### src/include/bridge_cfg_pkg.sv
package bridge_cfg_pkg;

  // ==========================================================
  // Register offsets
  localparam logic [7:0] REG_CLK_SRC_BAND = 8'h0A;
  localparam logic [7:0] REG_CLK_DIV_MUL = 8'h0B;
  localparam logic [7:0] REG_PLL_CTRL = 8'h0D;
  localparam logic [7:0] REG_RX_LANE_CFG = 8'h10;
  localparam logic [7:0] REG_RX_EQ = 8'h11;
  localparam logic [7:0] REG_RX_CLK_BAND = 8'h12;
  localparam logic [7:0] REG_OUT_FMT_POL = 8'h18;
  localparam logic [7:0] REG_OUT_DRIVE = 8'h19;
  localparam logic [7:0] REG_OUT_ORDER_TERM = 8'h1A;
  localparam logic [7:0] REG_OUT_CM_TRIM = 8'h1B;

  // ==========================================================
  // Field positions
  localparam int POS_PLL_STAT = 7;
  localparam int POS_BAND_LSB = 1;
  localparam int POS_SRC = 0;
  localparam int POS_DIV_LSB = 3;
  localparam int POS_FACTOR_LSB = 0;
  localparam int POS_PLL_EN = 0;
  localparam int POS_LANES_LSB = 3;
  localparam int POS_SOT = 0;
  localparam int POS_DEQ_LSB = 6;
  localparam int POS_CEQ_LSB = 2;
  localparam int POS_DE_INV = 7;
  localparam int POS_HS_INV = 6;
  localparam int POS_VS_INV = 5;
  localparam int POS_WIDE = 3;
  localparam int POS_FMT = 1;
  localparam int POS_VOCM = 6;
  localparam int POS_SWING_LSB = 2;
  localparam int POS_REV = 5;
  localparam int POS_TERM = 1;
  localparam int POS_CM_LSB = 4;

  // ==========================================================
  // Reset values
  localparam logic RST_SRC = 1'b0;
  localparam logic [2:0] RST_BAND = 3'h5;
  localparam logic [4:0] RST_DIV = 5'h00;
  localparam logic [1:0] RST_FACTOR = 2'h0;
  localparam logic RST_PLL_EN = 1'b0;
  localparam logic [1:0] RST_LANES = 2'h3;
  localparam logic RST_SOT = 1'b0;
  localparam logic [1:0] RST_EQ = 2'h0;
  localparam logic [7:0] RST_RX_BAND = 8'h00;
  localparam logic RST_DE_INV = 1'b0;
  localparam logic RST_HS_INV = 1'b1;
  localparam logic RST_VS_INV = 1'b1;
  localparam logic RST_WIDE = 1'b0;
  localparam logic RST_FMT = 1'b0;
  localparam logic RST_VOCM = 1'b0;
  localparam logic [1:0] RST_SWING = 2'h1;
  localparam logic RST_REV = 1'b0;
  localparam logic RST_TERM = 1'b1;
  localparam logic [1:0] RST_CM = 2'h0;

  // ==========================================================
  // Code limits
  localparam logic [2:0] BAND_MAX = 3'h5;
  localparam logic [4:0] DIV_MAX = 5'h18;
  localparam logic [1:0] EQ_RESERVED = 2'h2;
  localparam logic [7:0] RX_BAND_MIN = 8'h08;
  localparam logic [7:0] RX_BAND_MAX = 8'h64;

  // Upper six bits of the serial port address; the pin sets bit 0
  localparam logic [5:0] DEV_ADDR_BASE = 6'h16;

  localparam logic [6:0] CLK_PAIR_WORD = 7'h63;

  typedef enum logic [3:0] {
    ST_IDLE = 4'h0,
    ST_ADDR = 4'h1,
    ST_AACK = 4'h2,
    ST_SUB = 4'h3,
    ST_SACK = 4'h4,
    ST_WDATA = 4'h5,
    ST_WACK = 4'h6,
    ST_RDATA = 4'h7,
    ST_RACK = 4'h8
  } serial_state_t;

endpackage

### src/rtl/bridge_clock_rx_tx_config_regs.sv
// How it works
// - Output clock band is three bits, default 101; 110 and 111 reserved.
// - Pixel clock source bit: zero picks reference clock, one picks receive clock.
// - Five-bit divisor divides receive clock by code plus one; above 11000 reserved.
// - Two-bit factor multiplies reference clock by code plus one.
// - PLL turn-on bit enables PLL with clock settings; resets to zero.
// - Lane count code 00..11 selects four down to one lane; default 11.
// - Strict SoT bit zero tolerates one leader bit error; one tolerates none.
// - Two-bit equalization fields: 00 none, 01 1 dB, 11 2 dB, 10 reserved.
// - Receive clock band code in 5 MHz steps, 0x08 to 0x64 valid.
// - Data enable is high during active pixels unless invert bit is set.
// - Sync invert bits default one, driving syncs low while asserted.
// - Wide colour bit zero gives 18 bpp, fourth lane off; one gives 24 bpp.
// - Lane format picks two MSBs or two LSBs per colour on fourth lane.
// - Lane format one with narrow output drops the two LSBs per colour.
// - Pin reverse swaps lane 0 with lane 3 and lane 1 with clock.
// - Registers are read and written over the two-wire serial port.
`timescale 1ns/10ps
`default_nettype none
module bridge_clock_rx_tx_config_regs (
  input wire logic sys_clk_i,
  input wire logic rst_i,
  input wire logic scl_i,
  input wire logic sda_i,
  output logic sda_o,
  output logic sda_oe_n_o,
  input wire logic addr_sel_i,
  input wire logic pll_running_i,
  input wire logic [23:0] pix_rgb_i,
  input wire logic pix_hsync_i,
  input wire logic pix_vsync_i,
  input wire logic pix_de_i,
  output logic pixclk_source_sel_o,
  output logic [2:0] out_clock_band_o,
  output logic [4:0] hs_clock_divisor_o,
  output logic [5:0] hs_divide_ratio_o,
  output logic [1:0] ref_clock_factor_o,
  output logic [2:0] ref_multiply_ratio_o,
  output logic pll_enable_o,
  output logic [1:0] rx_lane_count_o,
  output logic [2:0] rx_lanes_active_o,
  output logic strict_sot_check_o,
  output logic [1:0] rx_data_eq_o,
  output logic [1:0] rx_clock_eq_o,
  output logic [7:0] rx_clock_band_o,
  output logic config_reserved_o,
  output logic output_common_mode_sel_o,
  output logic [1:0] output_swing_sel_o,
  output logic output_termination_sel_o,
  output logic [1:0] common_mode_trim_o,
  output logic [6:0] pair0_word_o,
  output logic [6:0] pair1_word_o,
  output logic [6:0] pair2_word_o,
  output logic [6:0] out_lane3_pair_o,
  output logic [6:0] out_clock_pair_o,
  output logic lane3_enable_o
);
  import bridge_cfg_pkg::*;

  // ==========================================================
  // State
  typedef struct packed {
    logic scl_s1;
    logic scl_s2;
    logic scl_d;
    logic sda_s1;
    logic sda_s2;
    logic sda_d;
    logic addr_s1;
    logic addr_s2;
    logic pll_s1;
    logic pll_s2;
    serial_state_t state;
    logic [2:0] bitcnt;
    logic byte_done;
    logic [7:0] shift;
    logic [7:0] subaddr;
    logic rw;
    logic master_ack;
    logic drive;
    logic src;
    logic [2:0] band;
    logic [4:0] div;
    logic [1:0] factor;
    logic pll_en;
    logic [1:0] lanes;
    logic sot;
    logic [1:0] deq;
    logic [1:0] ceq;
    logic [7:0] rx_band;
    logic de_inv;
    logic hs_inv;
    logic vs_inv;
    logic wide;
    logic fmt;
    logic vocm;
    logic [1:0] swing;
    logic rev;
    logic term;
    logic [1:0] cm;
  } regs_t;

  regs_t r_reg;
  regs_t r_next;

  logic start_seen;
  logic stop_seen;
  logic scl_rise;
  logic scl_fall;
  logic [7:0] rd_byte;

  // ==========================================================
  // Register read and write decode
  // Reserved bits and unlisted offsets read as zero
  function automatic logic [7:0] read_byte(input logic [7:0] a, input regs_t s);
    logic [7:0] d;
    d = 8'h00;
    case (a)
      REG_CLK_SRC_BAND: begin
        d[POS_PLL_STAT] = s.pll_s2;
        d[POS_BAND_LSB +: 3] = s.band;
        d[POS_SRC] = s.src;
      end
      REG_CLK_DIV_MUL: begin
        d[POS_DIV_LSB +: 5] = s.div;
        d[POS_FACTOR_LSB +: 2] = s.factor;
      end
      REG_PLL_CTRL: d[POS_PLL_EN] = s.pll_en;
      REG_RX_LANE_CFG: begin
        d[POS_LANES_LSB +: 2] = s.lanes;
        d[POS_SOT] = s.sot;
      end
      REG_RX_EQ: begin
        d[POS_DEQ_LSB +: 2] = s.deq;
        d[POS_CEQ_LSB +: 2] = s.ceq;
      end
      REG_RX_CLK_BAND: d = s.rx_band;
      REG_OUT_FMT_POL: begin
        d[POS_DE_INV] = s.de_inv;
        d[POS_HS_INV] = s.hs_inv;
        d[POS_VS_INV] = s.vs_inv;
        d[POS_WIDE] = s.wide;
        d[POS_FMT] = s.fmt;
      end
      REG_OUT_DRIVE: begin
        d[POS_VOCM] = s.vocm;
        d[POS_SWING_LSB +: 2] = s.swing;
      end
      REG_OUT_ORDER_TERM: begin
        d[POS_REV] = s.rev;
        d[POS_TERM] = s.term;
      end
      REG_OUT_CM_TRIM: d[POS_CM_LSB +: 2] = s.cm;
      default: d = 8'h00;
    endcase
    return d;
  endfunction

  // Only writable fields take data; reserved bits keep their value
  function automatic regs_t write_byte(input regs_t s, input logic [7:0] a,
                                       input logic [7:0] d);
    regs_t t;
    t = s;
    case (a)
      REG_CLK_SRC_BAND: begin
        t.band = d[POS_BAND_LSB +: 3];
        t.src = d[POS_SRC];
      end
      REG_CLK_DIV_MUL: begin
        t.div = d[POS_DIV_LSB +: 5];
        t.factor = d[POS_FACTOR_LSB +: 2];
      end
      REG_PLL_CTRL: t.pll_en = d[POS_PLL_EN];
      REG_RX_LANE_CFG: begin
        t.lanes = d[POS_LANES_LSB +: 2];
        t.sot = d[POS_SOT];
      end
      REG_RX_EQ: begin
        t.deq = d[POS_DEQ_LSB +: 2];
        t.ceq = d[POS_CEQ_LSB +: 2];
      end
      REG_RX_CLK_BAND: t.rx_band = d;
      REG_OUT_FMT_POL: begin
        t.de_inv = d[POS_DE_INV];
        t.hs_inv = d[POS_HS_INV];
        t.vs_inv = d[POS_VS_INV];
        t.wide = d[POS_WIDE];
        t.fmt = d[POS_FMT];
      end
      REG_OUT_DRIVE: begin
        t.vocm = d[POS_VOCM];
        t.swing = d[POS_SWING_LSB +: 2];
      end
      REG_OUT_ORDER_TERM: begin
        t.rev = d[POS_REV];
        t.term = d[POS_TERM];
      end
      REG_OUT_CM_TRIM: t.cm = d[POS_CM_LSB +: 2];
      default: t = s;
    endcase
    return t;
  endfunction

  // ==========================================================
  // Serial port slave
  // Edges are judged on the second and third synchroniser stages only,
  // so a metastable first-stage sample never reaches the state machine.
  always_comb begin
    r_next = r_reg;
    r_next.scl_s1 = scl_i;
    r_next.scl_s2 = r_reg.scl_s1;
    r_next.scl_d = r_reg.scl_s2;
    r_next.sda_s1 = sda_i;
    r_next.sda_s2 = r_reg.sda_s1;
    r_next.sda_d = r_reg.sda_s2;
    r_next.addr_s1 = addr_sel_i;
    r_next.addr_s2 = r_reg.addr_s1;
    r_next.pll_s1 = pll_running_i;
    r_next.pll_s2 = r_reg.pll_s1;
    start_seen = r_reg.scl_s2 && r_reg.scl_d && r_reg.sda_d && !r_reg.sda_s2;
    stop_seen = r_reg.scl_s2 && r_reg.scl_d && !r_reg.sda_d && r_reg.sda_s2;
    scl_rise = r_reg.scl_s2 && !r_reg.scl_d;
    scl_fall = !r_reg.scl_s2 && r_reg.scl_d;
    rd_byte = read_byte(r_reg.subaddr, r_reg);
    if (start_seen) begin
      // A repeated start also lands here
      r_next.state = ST_ADDR;
      r_next.bitcnt = 3'h0;
      r_next.byte_done = 1'b0;
      r_next.drive = 1'b0;
    end else if (stop_seen) begin
      r_next.state = ST_IDLE;
      r_next.drive = 1'b0;
    end else if (scl_rise) begin
      case (r_reg.state)
        ST_ADDR, ST_SUB, ST_WDATA: begin
          r_next.shift = {r_reg.shift[6:0], r_reg.sda_s2};
          r_next.bitcnt = r_reg.bitcnt + 3'h1;
          r_next.byte_done = (r_reg.bitcnt == 3'h7);
        end
        ST_RDATA: begin
          r_next.shift = {r_reg.shift[6:0], 1'b0};
          r_next.bitcnt = r_reg.bitcnt + 3'h1;
          r_next.byte_done = (r_reg.bitcnt == 3'h7);
        end
        ST_RACK: r_next.master_ack = !r_reg.sda_s2;
        default: r_next.master_ack = r_reg.master_ack;
      endcase
    end else if (scl_fall) begin
      case (r_reg.state)
        ST_ADDR: begin
          if (r_reg.byte_done) begin
            r_next.byte_done = 1'b0;
            if (r_reg.shift[7:1] == {DEV_ADDR_BASE, r_reg.addr_s2}) begin
              r_next.drive = 1'b1;
              r_next.rw = r_reg.shift[0];
              r_next.state = ST_AACK;
            end else begin
              r_next.state = ST_IDLE;
            end
          end
        end
        ST_AACK: begin
          if (r_reg.rw) begin
            // Reads resume at the subaddress last written, plus one for each data byte moved since
            r_next.shift = rd_byte;
            r_next.drive = !rd_byte[7];
            r_next.state = ST_RDATA;
          end else begin
            r_next.drive = 1'b0;
            r_next.state = ST_SUB;
          end
        end
        ST_SUB: begin
          if (r_reg.byte_done) begin
            r_next.byte_done = 1'b0;
            r_next.subaddr = r_reg.shift;
            r_next.drive = 1'b1;
            r_next.state = ST_SACK;
          end
        end
        ST_SACK: begin
          r_next.drive = 1'b0;
          r_next.state = ST_WDATA;
        end
        ST_WDATA: begin
          if (r_reg.byte_done) begin
            r_next.byte_done = 1'b0;
            r_next = write_byte(r_next, r_reg.subaddr, r_reg.shift);
            r_next.drive = 1'b1;
            r_next.state = ST_WACK;
          end
        end
        ST_WACK: begin
          r_next.drive = 1'b0;
          r_next.subaddr = r_reg.subaddr + 8'h01;
          r_next.state = ST_WDATA;
        end
        ST_RDATA: begin
          if (r_reg.byte_done) begin
            r_next.byte_done = 1'b0;
            r_next.drive = 1'b0;
            r_next.subaddr = r_reg.subaddr + 8'h01;
            r_next.state = ST_RACK;
          end else begin
            r_next.drive = !r_reg.shift[7];
          end
        end
        ST_RACK: begin
          if (r_reg.master_ack) begin
            r_next.shift = rd_byte;
            r_next.drive = !rd_byte[7];
            r_next.state = ST_RDATA;
          end else begin
            r_next.state = ST_IDLE;
          end
        end
        default: r_next.state = ST_IDLE;
      endcase
    end
  end

  always_ff @(posedge sys_clk_i or posedge rst_i) begin
    if (rst_i) begin
      r_reg <= '0;
      r_reg.scl_s1 <= 1'b1;
      r_reg.scl_s2 <= 1'b1;
      r_reg.scl_d <= 1'b1;
      r_reg.sda_s1 <= 1'b1;
      r_reg.sda_s2 <= 1'b1;
      r_reg.sda_d <= 1'b1;
      r_reg.state <= ST_IDLE;
      r_reg.src <= RST_SRC;
      r_reg.band <= RST_BAND;
      r_reg.div <= RST_DIV;
      r_reg.factor <= RST_FACTOR;
      r_reg.pll_en <= RST_PLL_EN;
      r_reg.lanes <= RST_LANES;
      r_reg.sot <= RST_SOT;
      r_reg.deq <= RST_EQ;
      r_reg.ceq <= RST_EQ;
      r_reg.rx_band <= RST_RX_BAND;
      r_reg.de_inv <= RST_DE_INV;
      r_reg.hs_inv <= RST_HS_INV;
      r_reg.vs_inv <= RST_VS_INV;
      r_reg.wide <= RST_WIDE;
      r_reg.fmt <= RST_FMT;
      r_reg.vocm <= RST_VOCM;
      r_reg.swing <= RST_SWING;
      r_reg.rev <= RST_REV;
      r_reg.term <= RST_TERM;
      r_reg.cm <= RST_CM;
    end else begin
      r_reg <= r_next;
    end
  end

  // ==========================================================
  // Outputs
  assign sda_o = 1'b0;
  assign sda_oe_n_o = !r_reg.drive;
  assign pixclk_source_sel_o = r_reg.src;
  assign out_clock_band_o = r_reg.band;
  assign hs_clock_divisor_o = r_reg.div;
  assign hs_divide_ratio_o = {1'b0, r_reg.div} + 6'h01;
  assign ref_clock_factor_o = r_reg.factor;
  assign ref_multiply_ratio_o = {1'b0, r_reg.factor} + 3'h1;
  // The PLL sees its settings at all times, enabled or not; host keeps them stable while enabled
  assign pll_enable_o = r_reg.pll_en;
  assign rx_lane_count_o = r_reg.lanes;
  assign rx_lanes_active_o = 3'h4 - {1'b0, r_reg.lanes};
  assign strict_sot_check_o = r_reg.sot;
  assign rx_data_eq_o = r_reg.deq;
  assign rx_clock_eq_o = r_reg.ceq;
  assign rx_clock_band_o = r_reg.rx_band;
  // Flags any reserved code held in the clock and receiver fields
  assign config_reserved_o = (r_reg.band > BAND_MAX) || (r_reg.div > DIV_MAX) ||
                             (r_reg.deq == EQ_RESERVED) || (r_reg.ceq == EQ_RESERVED) ||
                             (r_reg.rx_band < RX_BAND_MIN) ||
                             (r_reg.rx_band > RX_BAND_MAX);
  assign output_common_mode_sel_o = r_reg.vocm;
  assign output_swing_sel_o = r_reg.swing;
  assign output_termination_sel_o = r_reg.term;
  assign common_mode_trim_o = r_reg.cm;

  // ==========================================================
  // Output lane mapping
  output_lane_mapper u_map (
    .sys_clk_i(sys_clk_i),
    .rst_i(rst_i),
    .pix_rgb_i(pix_rgb_i),
    .pix_hsync_i(pix_hsync_i),
    .pix_vsync_i(pix_vsync_i),
    .pix_de_i(pix_de_i),
    .data_enable_invert_i(r_reg.de_inv),
    .hsync_invert_i(r_reg.hs_inv),
    .vsync_invert_i(r_reg.vs_inv),
    .wide_colour_output_i(r_reg.wide),
    .lane_format_select_i(r_reg.fmt),
    .output_pin_reverse_i(r_reg.rev),
    .pair0_word_o(pair0_word_o),
    .pair1_word_o(pair1_word_o),
    .pair2_word_o(pair2_word_o),
    .out_lane3_pair_o(out_lane3_pair_o),
    .out_clock_pair_o(out_clock_pair_o),
    .lane3_enable_o(lane3_enable_o)
  );

endmodule
`default_nettype wire

### src/rtl/output_lane_mapper.sv
`timescale 1ns/10ps
`default_nettype none
module output_lane_mapper (
  input wire logic sys_clk_i,
  input wire logic rst_i,
  input wire logic [23:0] pix_rgb_i,
  input wire logic pix_hsync_i,
  input wire logic pix_vsync_i,
  input wire logic pix_de_i,
  input wire logic data_enable_invert_i,
  input wire logic hsync_invert_i,
  input wire logic vsync_invert_i,
  input wire logic wide_colour_output_i,
  input wire logic lane_format_select_i,
  input wire logic output_pin_reverse_i,
  output logic [6:0] pair0_word_o,
  output logic [6:0] pair1_word_o,
  output logic [6:0] pair2_word_o,
  output logic [6:0] out_lane3_pair_o,
  output logic [6:0] out_clock_pair_o,
  output logic lane3_enable_o
);
  import bridge_cfg_pkg::*;

  typedef struct packed {
    logic [6:0] p0;
    logic [6:0] p1;
    logic [6:0] p2;
    logic [6:0] p3;
    logic [6:0] pc;
    logic en3;
  } map_t;

  map_t r_reg;
  map_t r_next;

  logic [7:0] red;
  logic [7:0] grn;
  logic [7:0] blu;
  logic [5:0] r6;
  logic [5:0] g6;
  logic [5:0] b6;
  logic [1:0] rx;
  logic [1:0] gx;
  logic [1:0] bx;
  logic hs;
  logic vs;
  logic de;
  logic [6:0] l0;
  logic [6:0] l1;
  logic [6:0] l2;
  logic [6:0] l3;

  // ==========================================================
  // Lane packing
  always_comb begin
    red = pix_rgb_i[23:16];
    grn = pix_rgb_i[15:8];
    blu = pix_rgb_i[7:0];
    // Narrow output drops the two low bits per colour when lane format picks them
    r6 = lane_format_select_i ? red[7:2] : red[5:0];
    g6 = lane_format_select_i ? grn[7:2] : grn[5:0];
    b6 = lane_format_select_i ? blu[7:2] : blu[5:0];
    rx = lane_format_select_i ? red[1:0] : red[7:6];
    gx = lane_format_select_i ? grn[1:0] : grn[7:6];
    bx = lane_format_select_i ? blu[1:0] : blu[7:6];
    de = pix_de_i ^ data_enable_invert_i;
    hs = pix_hsync_i ^ hsync_invert_i;
    vs = pix_vsync_i ^ vsync_invert_i;
    l0 = {g6[0], r6};
    l1 = {b6[1:0], g6[5:1]};
    l2 = {de, vs, hs, b6[5:2]};
    // Fourth lane idles low in narrow mode
    l3 = wide_colour_output_i ? {1'b0, bx, gx, rx} : 7'h00;
    r_next.en3 = wide_colour_output_i;
    r_next.p2 = l2;
    if (output_pin_reverse_i) begin
      r_next.p0 = l3;
      r_next.p3 = l0;
      r_next.p1 = CLK_PAIR_WORD;
      r_next.pc = l1;
    end else begin
      r_next.p0 = l0;
      r_next.p3 = l3;
      r_next.p1 = l1;
      r_next.pc = CLK_PAIR_WORD;
    end
  end

  always_ff @(posedge sys_clk_i or posedge rst_i) begin
    if (rst_i) begin
      r_reg <= '0;
    end else begin
      r_reg <= r_next;
    end
  end

  assign pair0_word_o = r_reg.p0;
  assign pair1_word_o = r_reg.p1;
  assign pair2_word_o = r_reg.p2;
  assign out_lane3_pair_o = r_reg.p3;
  assign out_clock_pair_o = r_reg.pc;
  assign lane3_enable_o = r_reg.en3;

endmodule
`default_nettype wire

### config.mk
export PLATFORM = sky130hd
export DESIGN_NAME = bridge_clock_rx_tx_config_regs
export DESIGN_NICKNAME = d
export VERILOG_FILES = /design/src/include/bridge_cfg_pkg.sv /design/src/rtl/bridge_clock_rx_tx_config_regs.sv /design/src/rtl/output_lane_mapper.sv
export SDC_FILE = /design/constraint.sdc
export NUM_CORES = 1
export LEC_CHECK = 0
export BUFFER_PORTS_ARGS = -buffer_cell sky130_fd_sc_hd__buf_4
export CAP_MARGIN = 20
export CORE_MARGIN = 10
export CORE_UTILIZATION = 60
export DETAILED_ROUTE_END_ITERATION = 10
export GPL_TIMING_DRIVEN = 0
export PLACE_DENSITY = 0.84
export SETUP_SLACK_MARGIN = 0.5
export SLEW_MARGIN = 0
export SYNTH_ARGS = -nofsm -noshare
export SYNTH_HDL_FRONTEND = slang
export SYNTH_SLANG_ARGS = --single-unit
### constraint.sdc
create_clock -name sys_clk_i -period 10.3 [get_ports sys_clk_i]
set_clock_uncertainty 0.2 [all_clocks]
set_input_delay 1.03 -clock sys_clk_i [delete_from_list [all_inputs] [get_ports sys_clk_i]]
set_output_delay 1.03 -clock sys_clk_i [all_outputs]
set_load 0.05 [all_outputs]
==> out/qor.csv, run 1 <==
stage;metric;value;unit
power;leakagePower;3.358;nW
power;fin_total_pwr;0.9193;mW
layout;nets;750;
timing;finalHoldViolCount;0;
grt;grt-ovfl-total;0;
synth;synth_edf_count;0;
floorplanning;rows;36;
clock_tree;cts-buffers-inserted;9;
place;hpwl;12430;um
timing;setup_tns;0;ns
clock_tree;worst_skew_pair.late_latency;0.39;ns
synth;synth-seq-cells;112;
flow_run;drv_cap;0;
routing;drc;0;
routing;via_count;5001;
synth;ys_types;62;
synth;synth_warnings;0;
floorplanning;core;9729;um^2
layout;stdcell_count;842;
routing;wl;16850;um
place;place.gp.congestion;0.9903;
layout;drive_gt1_share;34.98;%
clock_tree;clock-sinks;112;
floorplanning;dieArea;14360;um^2
timing;relSlewSlack;41.72;%
synth;synth_cells;577;
clock_tree;clkTransAtPathRegs;0.11;ns
critical_path;worst_ep_arrival_time;3.00;ns
clock_tree;cts_hold_buf;0;
grt;grt_pass1_wl;26890;um
timing;fin_hold_ws;0.1613;ns
clock_tree;cts_setup_buffers;0;
synth;seq_area_frac_synth;47.16;%
critical_path;crit_path_max_fanout;10;
timing;max_freq;341.7;MHz
clock_tree;htree_levels;3;
grt;grt_pass1_vias;5133;
power;ir_drop;0.09768;mV
clock_tree;cts_tree;done;
layout;fin_util;74.22;%
synth;syn_area_per_cell;10.36;um^2
clock_tree;cts_buffer_depth;2;
synth;ys.flop_type;dfrtp_1;
critical_path;endpoint_kind;register;
place;dp.cells;826;
routing;first_iter_violations;507;
floorplanning;die_w;119.8;um
grt;grt_max_degree;65;
critical_path;criticalPathCategory;register to register;
timing;worst_pin_slew;0.8675;ns
timing;finalSetupViolCount;0;
timing;drv_slew;0;
layout;mostFrequentLayoutCell;buf_4;
routing;vias_per_cell;5.939;
clock_tree;cts-root-buf;clkbuf_8;
synth;synth_nets;623;
power;cellPowerDensity;127.3;nW/um^2
place;port_buffers;115;
grt;grt_usage;23.10;%
floorplanning;start_util;61.46;%
synth;async_reset_ff_share;100.0;%
critical_path;critPathLaunchType;register;
layout;syn2layout_area_growth;20.76;%
routing;ant_nets;0;
critical_path;required;10.37;ns
synth;syn_area;5979;um^2
floorplanning;chipHeight;119.8;um
grt;antenna_found_initial;0;
routing;dr.pass1.iters;5;
layout;final_cell_mix;buf_4, dfrtp_1, nand2_1;
layout;diodes;0;
clock_tree;cts_resized;0;
timing;finalCritPeriodShare;28.41;%
timing;rsz0062_at_grt;false;
routing;post_drt_wl_per_cell;20.01;um
worst_hold_path;hold_class;register to register;
layout;largest_reg_flops;43;
run_status;outcome;complete, no violations;
floorplanning;pin_count;117;
timing;period_needed;2.926;ns
==> final cells by class <==
type                            count  area [um^2]
Buffer                             65        394.1
Clock buffer                       13        158.9
Clock inverter                      3        22.52
Fill cell                         726         2509
Inverter                           20        77.57
Multi-Input combinational cell    380         2690
Sequential cell                   112         2820
Tap cell                          133        166.4
Timing Repair Buffer              116        890.9
==> path summary, 6_finish.rpt <==
path / start / endpoint / slack (ns) / cells past startpoint
max: r_reg[73]$_DFF_PP1_ / rx_clock_band_o[0]$_DFFE_PP0P_ / 7.37 / 10
min: r_reg[75]$_DFF_PP1_ / r_reg[74]$_DFF_PP1_ / 0.16 / 0
max reg2reg: r_reg[73]$_DFF_PP1_ / rx_clock_band_o[0]$_DFFE_PP0P_ / 7.37 / 10
min reg2reg: r_reg[75]$_DFF_PP1_ / r_reg[74]$_DFF_PP1_ / 0.16 / 0
max in group asynchronous: rst_i / out_clock_band_o[2]$_DFFE_PP1P_ / 8.60 / 3
min in group asynchronous: rst_i / u_map.pair0_word_o[3]$_DFF_PP0_ / 0.53 / 2
==> layer usage <==
metal / share of wire [%] / routed length (um) / global-route usage [%] / vias up
met5: 0 / 0 / 0 / -
met4: 3.5 / 595 / 11.46 / 0
met3: 7.8 / 1315 / 4.594 / 52
met2: 50 / 8372 / 39.13 / 252
met1: 39 / 6564 / 27.48 / 2440
li1: - / - / - / 2257
==> power breakdown <==
part           total, mW  switching (mW)  internal, mW
Sequential         0.497          0.0297         0.468
Clock              0.255           0.152         0.103
Combinational      0.167           0.111        0.0562
Total              0.919           0.292         0.627
==> through the flow <==
step / worst slack (ns) / instance area (um^2)
detailed placement: 7.384 / 7039
CTS: 7.375 / 7221
floorplan: 6.134 / 5979
global placement: 5.001 / 7009
finish: 7.374 / 7221
global route: 7.273 / 7221
==> Yosys cell counts (all sizes together) (2+ instances only) <==
cell type	count	area [um^2]
a32o	3	30.03
o21a	2	15.01
nand3b	5	37.54
dfstp	14	367.9
nand2b	11	76.32
dfrtp	98	2452
and3	11	73.82
a21oi	30	150.1
a31o	2	17.52
nand3	28	145.1
nor2b	9	56.30
nor4	3	18.77
mux2	56	660.6
a22o	6	52.55
o22ai	12	75.07
inv	20	75.07
a211oi	3	27.52
a22oi	9	67.56
a211o	2	17.52
nand2	51	193.9
ha	13	162.7
xor2	6	52.55
mux2i	17	170.2
and2	3	18.77
and3b	3	26.28
clkbuf	24	90.09
nor2	32	120.1
o21ai	28	140.1
and4	2	20.02
o211ai	2	15.01
buf	41	304.0
nor3	5	25.02
a31oi	7	43.79
xnor2	3	26.28
==> worst max-delay path, stage by stage, from the launching register on <==
cell and delay [ns]:
dfstp_2 0.56, inv_1 0.04, ha_1 0.19, buf_6 0.13, nand2b_4 0.19, a2111oi_2 0.44
and3b_1 0.26, buf_6 0.16, and3_4 0.20, buf_12 0.13, mux2_4 0.31
==> logic make-up (layout without fill, tap and decap cells) <==
kind of cell	Yosys count	after routing	synth area share [%]
compound gates	115	115	12.35
other cells	1	1	0.06271
fa+ha+maj	13	13	2.720
mux	73	73	13.89
simple gates	169	169	14.65
flops	112	112	47.16
xor+xnor	9	9	1.318
buf+inv	85	217	7.847
Note: power is estimated with default switching activity, not from simulation.
==> run 2, diff against run 1 <==
Settings changed: ABC_AREA set to 1, CORE_UTILIZATION 60 to 56, PLACE_DENSITY 0.84 to 0.79.
Clock period 10.3 ns to 2.79 ns, I/O delays scaled along.
==> run 2 against run 1 <==
Against the previous run:
- power rose to 3.4 times the previous value
- global-route usage down 0.78 points
- highest routed layer unchanged
- core utilization down 1.9 points
- cell count up 24%
- clock power rose to 3.7 times the previous value
- clock-buffer cell count down 3
==> out/qor.csv, run 2 <==
stage;metric;value;unit
run_status;outcome;complete, no violations;
timing;relSlewSlack;56.12;%
timing;max_freq;444.1;MHz
layout;largest_reg_flops;43;
layout;diodes;0;
power;power.share.switching;30.47;%
power;combPwrFrac;14.1;%
routing;dr.pass1.iters;5;
synth;async_reset_ff_share;100.0;%
floorplanning;dieArea;14990;um^2
clock_tree;clock-sinks;112;
grt;grt_pass1_wl;26880;um
place;place.gp.congestion;0.9135;
timing;finalHoldViolCount;0;
critical_path;endpoint_kind;register;
synth;synth_area_leader_cell;dfrtp_1;
layout;nets;948;
clock_tree;cts-buffers-inserted;9;
routing;first_iter_violations;480;
critical_path;rr_endpoint;rx_clock_band_o[1]$_DFFE_PP0P_;
routing;vias_per_cell;5.331;
critical_path;rrSetupSlack;0.54;ns
timing;period_needed;2.252;ns
synth;synth_common_cells;nand2_1, dfrtp_1, o21ai_0;
routing;ant_nets;0;
clock_tree;cts_buffer_depth;2;
grt;grt_max_degree;47;
timing;worst_pin_slew;0.6568;ns
synth;synth_nets;792;
clock_tree;clkTransAtPathRegs;0.11;ns
synth;syn_area_per_cell;7.875;um^2
critical_path;required;2.86;ns
place;pre_cts_slack;0.4782;ns
critical_path;crit_path_max_fanout;10;
power;ir_drop;0.3467;mV
synth;seq_area_frac_synth;48.01;%
floorplanning;core;10280;um^2
critical_path;critPathLaunchType;register;
power;p_clk_share;30.5;%
routing;via_count;5560;
timing;drv_slew;0;
grt;grt-ovfl-total;0;
synth;synth_warnings;0;
routing;wl;16760;um
critical_path;rr_worst_depth;9;
place;dp.cells;999;
synth;synth_area_leaders;dfrtp_1, nand2_1, o21ai_0, dfstp_2, nor2_1;
worst_hold_path;min_to;u_map.pair0_word_o[1]$_DFF_PP0_;
layout;stdcell_count;1043;
floorplanning;pin_count;117;
timing;finalCritPeriodShare;80.71;%
clock_tree;cts-root-buf;clkbuf_8;
synth;synth_cells;746;
synth;synth_edf_count;0;
place;port_buffers;115;
floorplanning;rows;37;
timing;rsz0062_at_grt;true;
routing;drc;0;
power;leakagePower;3.767;nW
clock_tree;worst_skew_pair.late_latency;0.38;ns
critical_path;worst_ep_arrival_time;2.32;ns
worst_hold_path;hold_depth;3;
grt;antenna_found_initial;0;
power;p_int;2.178;mW
layout;syn2layout_area_growth;26.60;%
synth;synth_most_common_cell;nand2_1;
grt;grt_usage;22.32;%
power;netSwitchingPower;0.9545;mW
routing;post_drt_wl_per_cell;16.07;um
synth;ys.flop_type;dfrtp_1;
layout;final_cell_mix;nand2_1, buf_4, dfrtp_1;
critical_path;criticalPathCategory;register to register;
flow_run;drv_cap;0;
grt;grt_pass1_vias;5316;
clock_tree;cts_tree;done;
layout;drive_gt1_share;23.93;%
timing;layout_setup_ws;0.5381;ns
layout;fillCellCount;797;
timing;finalSetupViolCount;0;
power;p_seq_share;55.3;%
critical_path;rr_startpoint;r_reg[73]$_DFF_PP1_;
layout;mostFrequentLayoutCell;nand2_1;
place;hpwl;12330;um
clock_tree;htree_levels;3;
synth;ys_types;38;
floorplanning;chipHeight;122.4;um
synth;synth-seq-cells;112;
floorplanning;die_w;122.4;um
synth;synth_top_area_share;41.75;%
floorplanning;start_util;57.16;%
worst_hold_path;hold_start;pix_rgb_i[19];
power;fin_total_pwr;3.133;mW
worst_hold_path;hold_class;input port to register;
synth;syn_area;5874;um^2
power;cellPowerDensity;421.2;nW/um^2
timing;setup_tns;0;ns
run 2: cell count changes in the layout (fill, tap and decap cells not counted), sizes merged, moves of 11 or more:
cell,delta
a21oi,-12
and3,-11
clkbuf,-20
dlygate4sd3,+24
inv,+59
mux2,-56
mux2i,-11
nand2,+145
nand2b,-11
nand3,+31
nor2,+50
o21ai,+70
o22ai,-11
run 2: worst max-delay path by stage:
stage / to / cells after the start / start
3_3_place_gp: out_clock_band_o[1]$_DFFE_PP0P_ / 2 / rst_i
6_report: rx_clock_band_o[1]$_DFFE_PP0P_ / 9 / r_reg[73]$_DFF_PP1_
5_1_grt: rx_clock_band_o[0]$_DFFE_PP0P_ / 10 / r_reg[74]$_DFF_PP1_
4_1_cts: rx_clock_band_o[5]$_DFFE_PP0P_ / 8 / r_reg[73]$_DFF_PP1_
3_5_place_dp: rx_clock_band_o[1]$_DFFE_PP0P_ / 9 / r_reg[73]$_DFF_PP1_
2_1_floorplan: config_reserved_o / 5 / hs_clock_divisor_o[0]$_DFFE_PP0P_
run 2: logic make-up (layout without fill, tap and decap cells):
| family | count (synthesis) | in the layout | synth area share [%] |
|---|---|---|---|
| AOI/OAI and AO/OA | 121 | 121 | 10.50 |
| xor gates and xnor gates | 8 | 8 | 1.193 |
| adders and majority gates | 13 | 13 | 2.769 |
| buffers and inverters | 127 | 288 | 10.42 |
| DFF | 112 | 112 | 48.01 |
| muxes | 6 | 6 | 1.022 |
| other | 1 | 1 | 0.06384 |
| and+or+nand+nor | 358 | 358 | 26.03 |
run 2: critical path: stages, from the launching register on:
cell and delay, ns:
dfstp_2 0.56, inv_1 0.05, ha_1 0.20, inv_2 0.10
nand4_1 0.25, nor2_8 0.27, nand3_4 0.14, buf_2 0.23
nand2_1 0.07, o21ai_1 0.06
run 2: power groups by stage:
stage          combinational, mW  clock [mW]  sequential [mW]
2_1_floorplan              0.188           0             1.81
3_5_place_dp               0.407           0             1.76
4_1_cts                    0.436       0.970             1.73
5_1_grt                    0.482        1.04             1.74
3_3_place_gp               0.392           0             1.76
6_report                   0.443       0.956             1.73
run 2: area by class of cell:
| class | instances | area [um^2] | area share, % |
|---|---|---|---|
| flip-flops and latches | 112 | 2823 | 37.95 |
| clock buffers | 10 | 127.6 | 1.716 |
| inverters | 80 | 304.0 | 4.088 |
| well taps | 136 | 170.2 | 2.288 |
| clock inverters | 6 | 61.31 | 0.8244 |
| plain buffers | 47 | 314.1 | 4.223 |
| repair buffers | 145 | 1174 | 15.78 |
| multi-input cells | 507 | 2464 | 33.13 |
run 2: per-layer routing:
metal / part of all wire, % / global-route usage (%) / wire length, um / up-vias
met4: 2.3 / 7.585 / 379 / 0
met1: 40 / 27.62 / 6777 / 2573
met3: 8.3 / 4.500 / 1390 / 45
li1: - / - / - / 2679
met2: 49 / 38.19 / 8215 / 263
met5: 0 / 0 / 0 / -
run 2: per-stage QoR:
stage          util [%]  area (um^2)  hold WS, ns
6_report          72.36         7437      0.03297
5_1_grt           72.36         7437      0.03120
4_1_cts           72.04         7403      0.02453
3_5_place_dp      67.64         6952       0.1440
3_3_place_gp      67.25         6912       0.1336
2_1_floorplan         -         5878      0.08348
run 2: timing repair:
action	4_1_cts	5_1_grt
setup endpoints to repair	6	45
hold endpoints to repair	50	0
hold buffers	24	0
pin swaps	2	2
resized for setup	0	11
buffers inserted	3	1
gates cloned	0	0
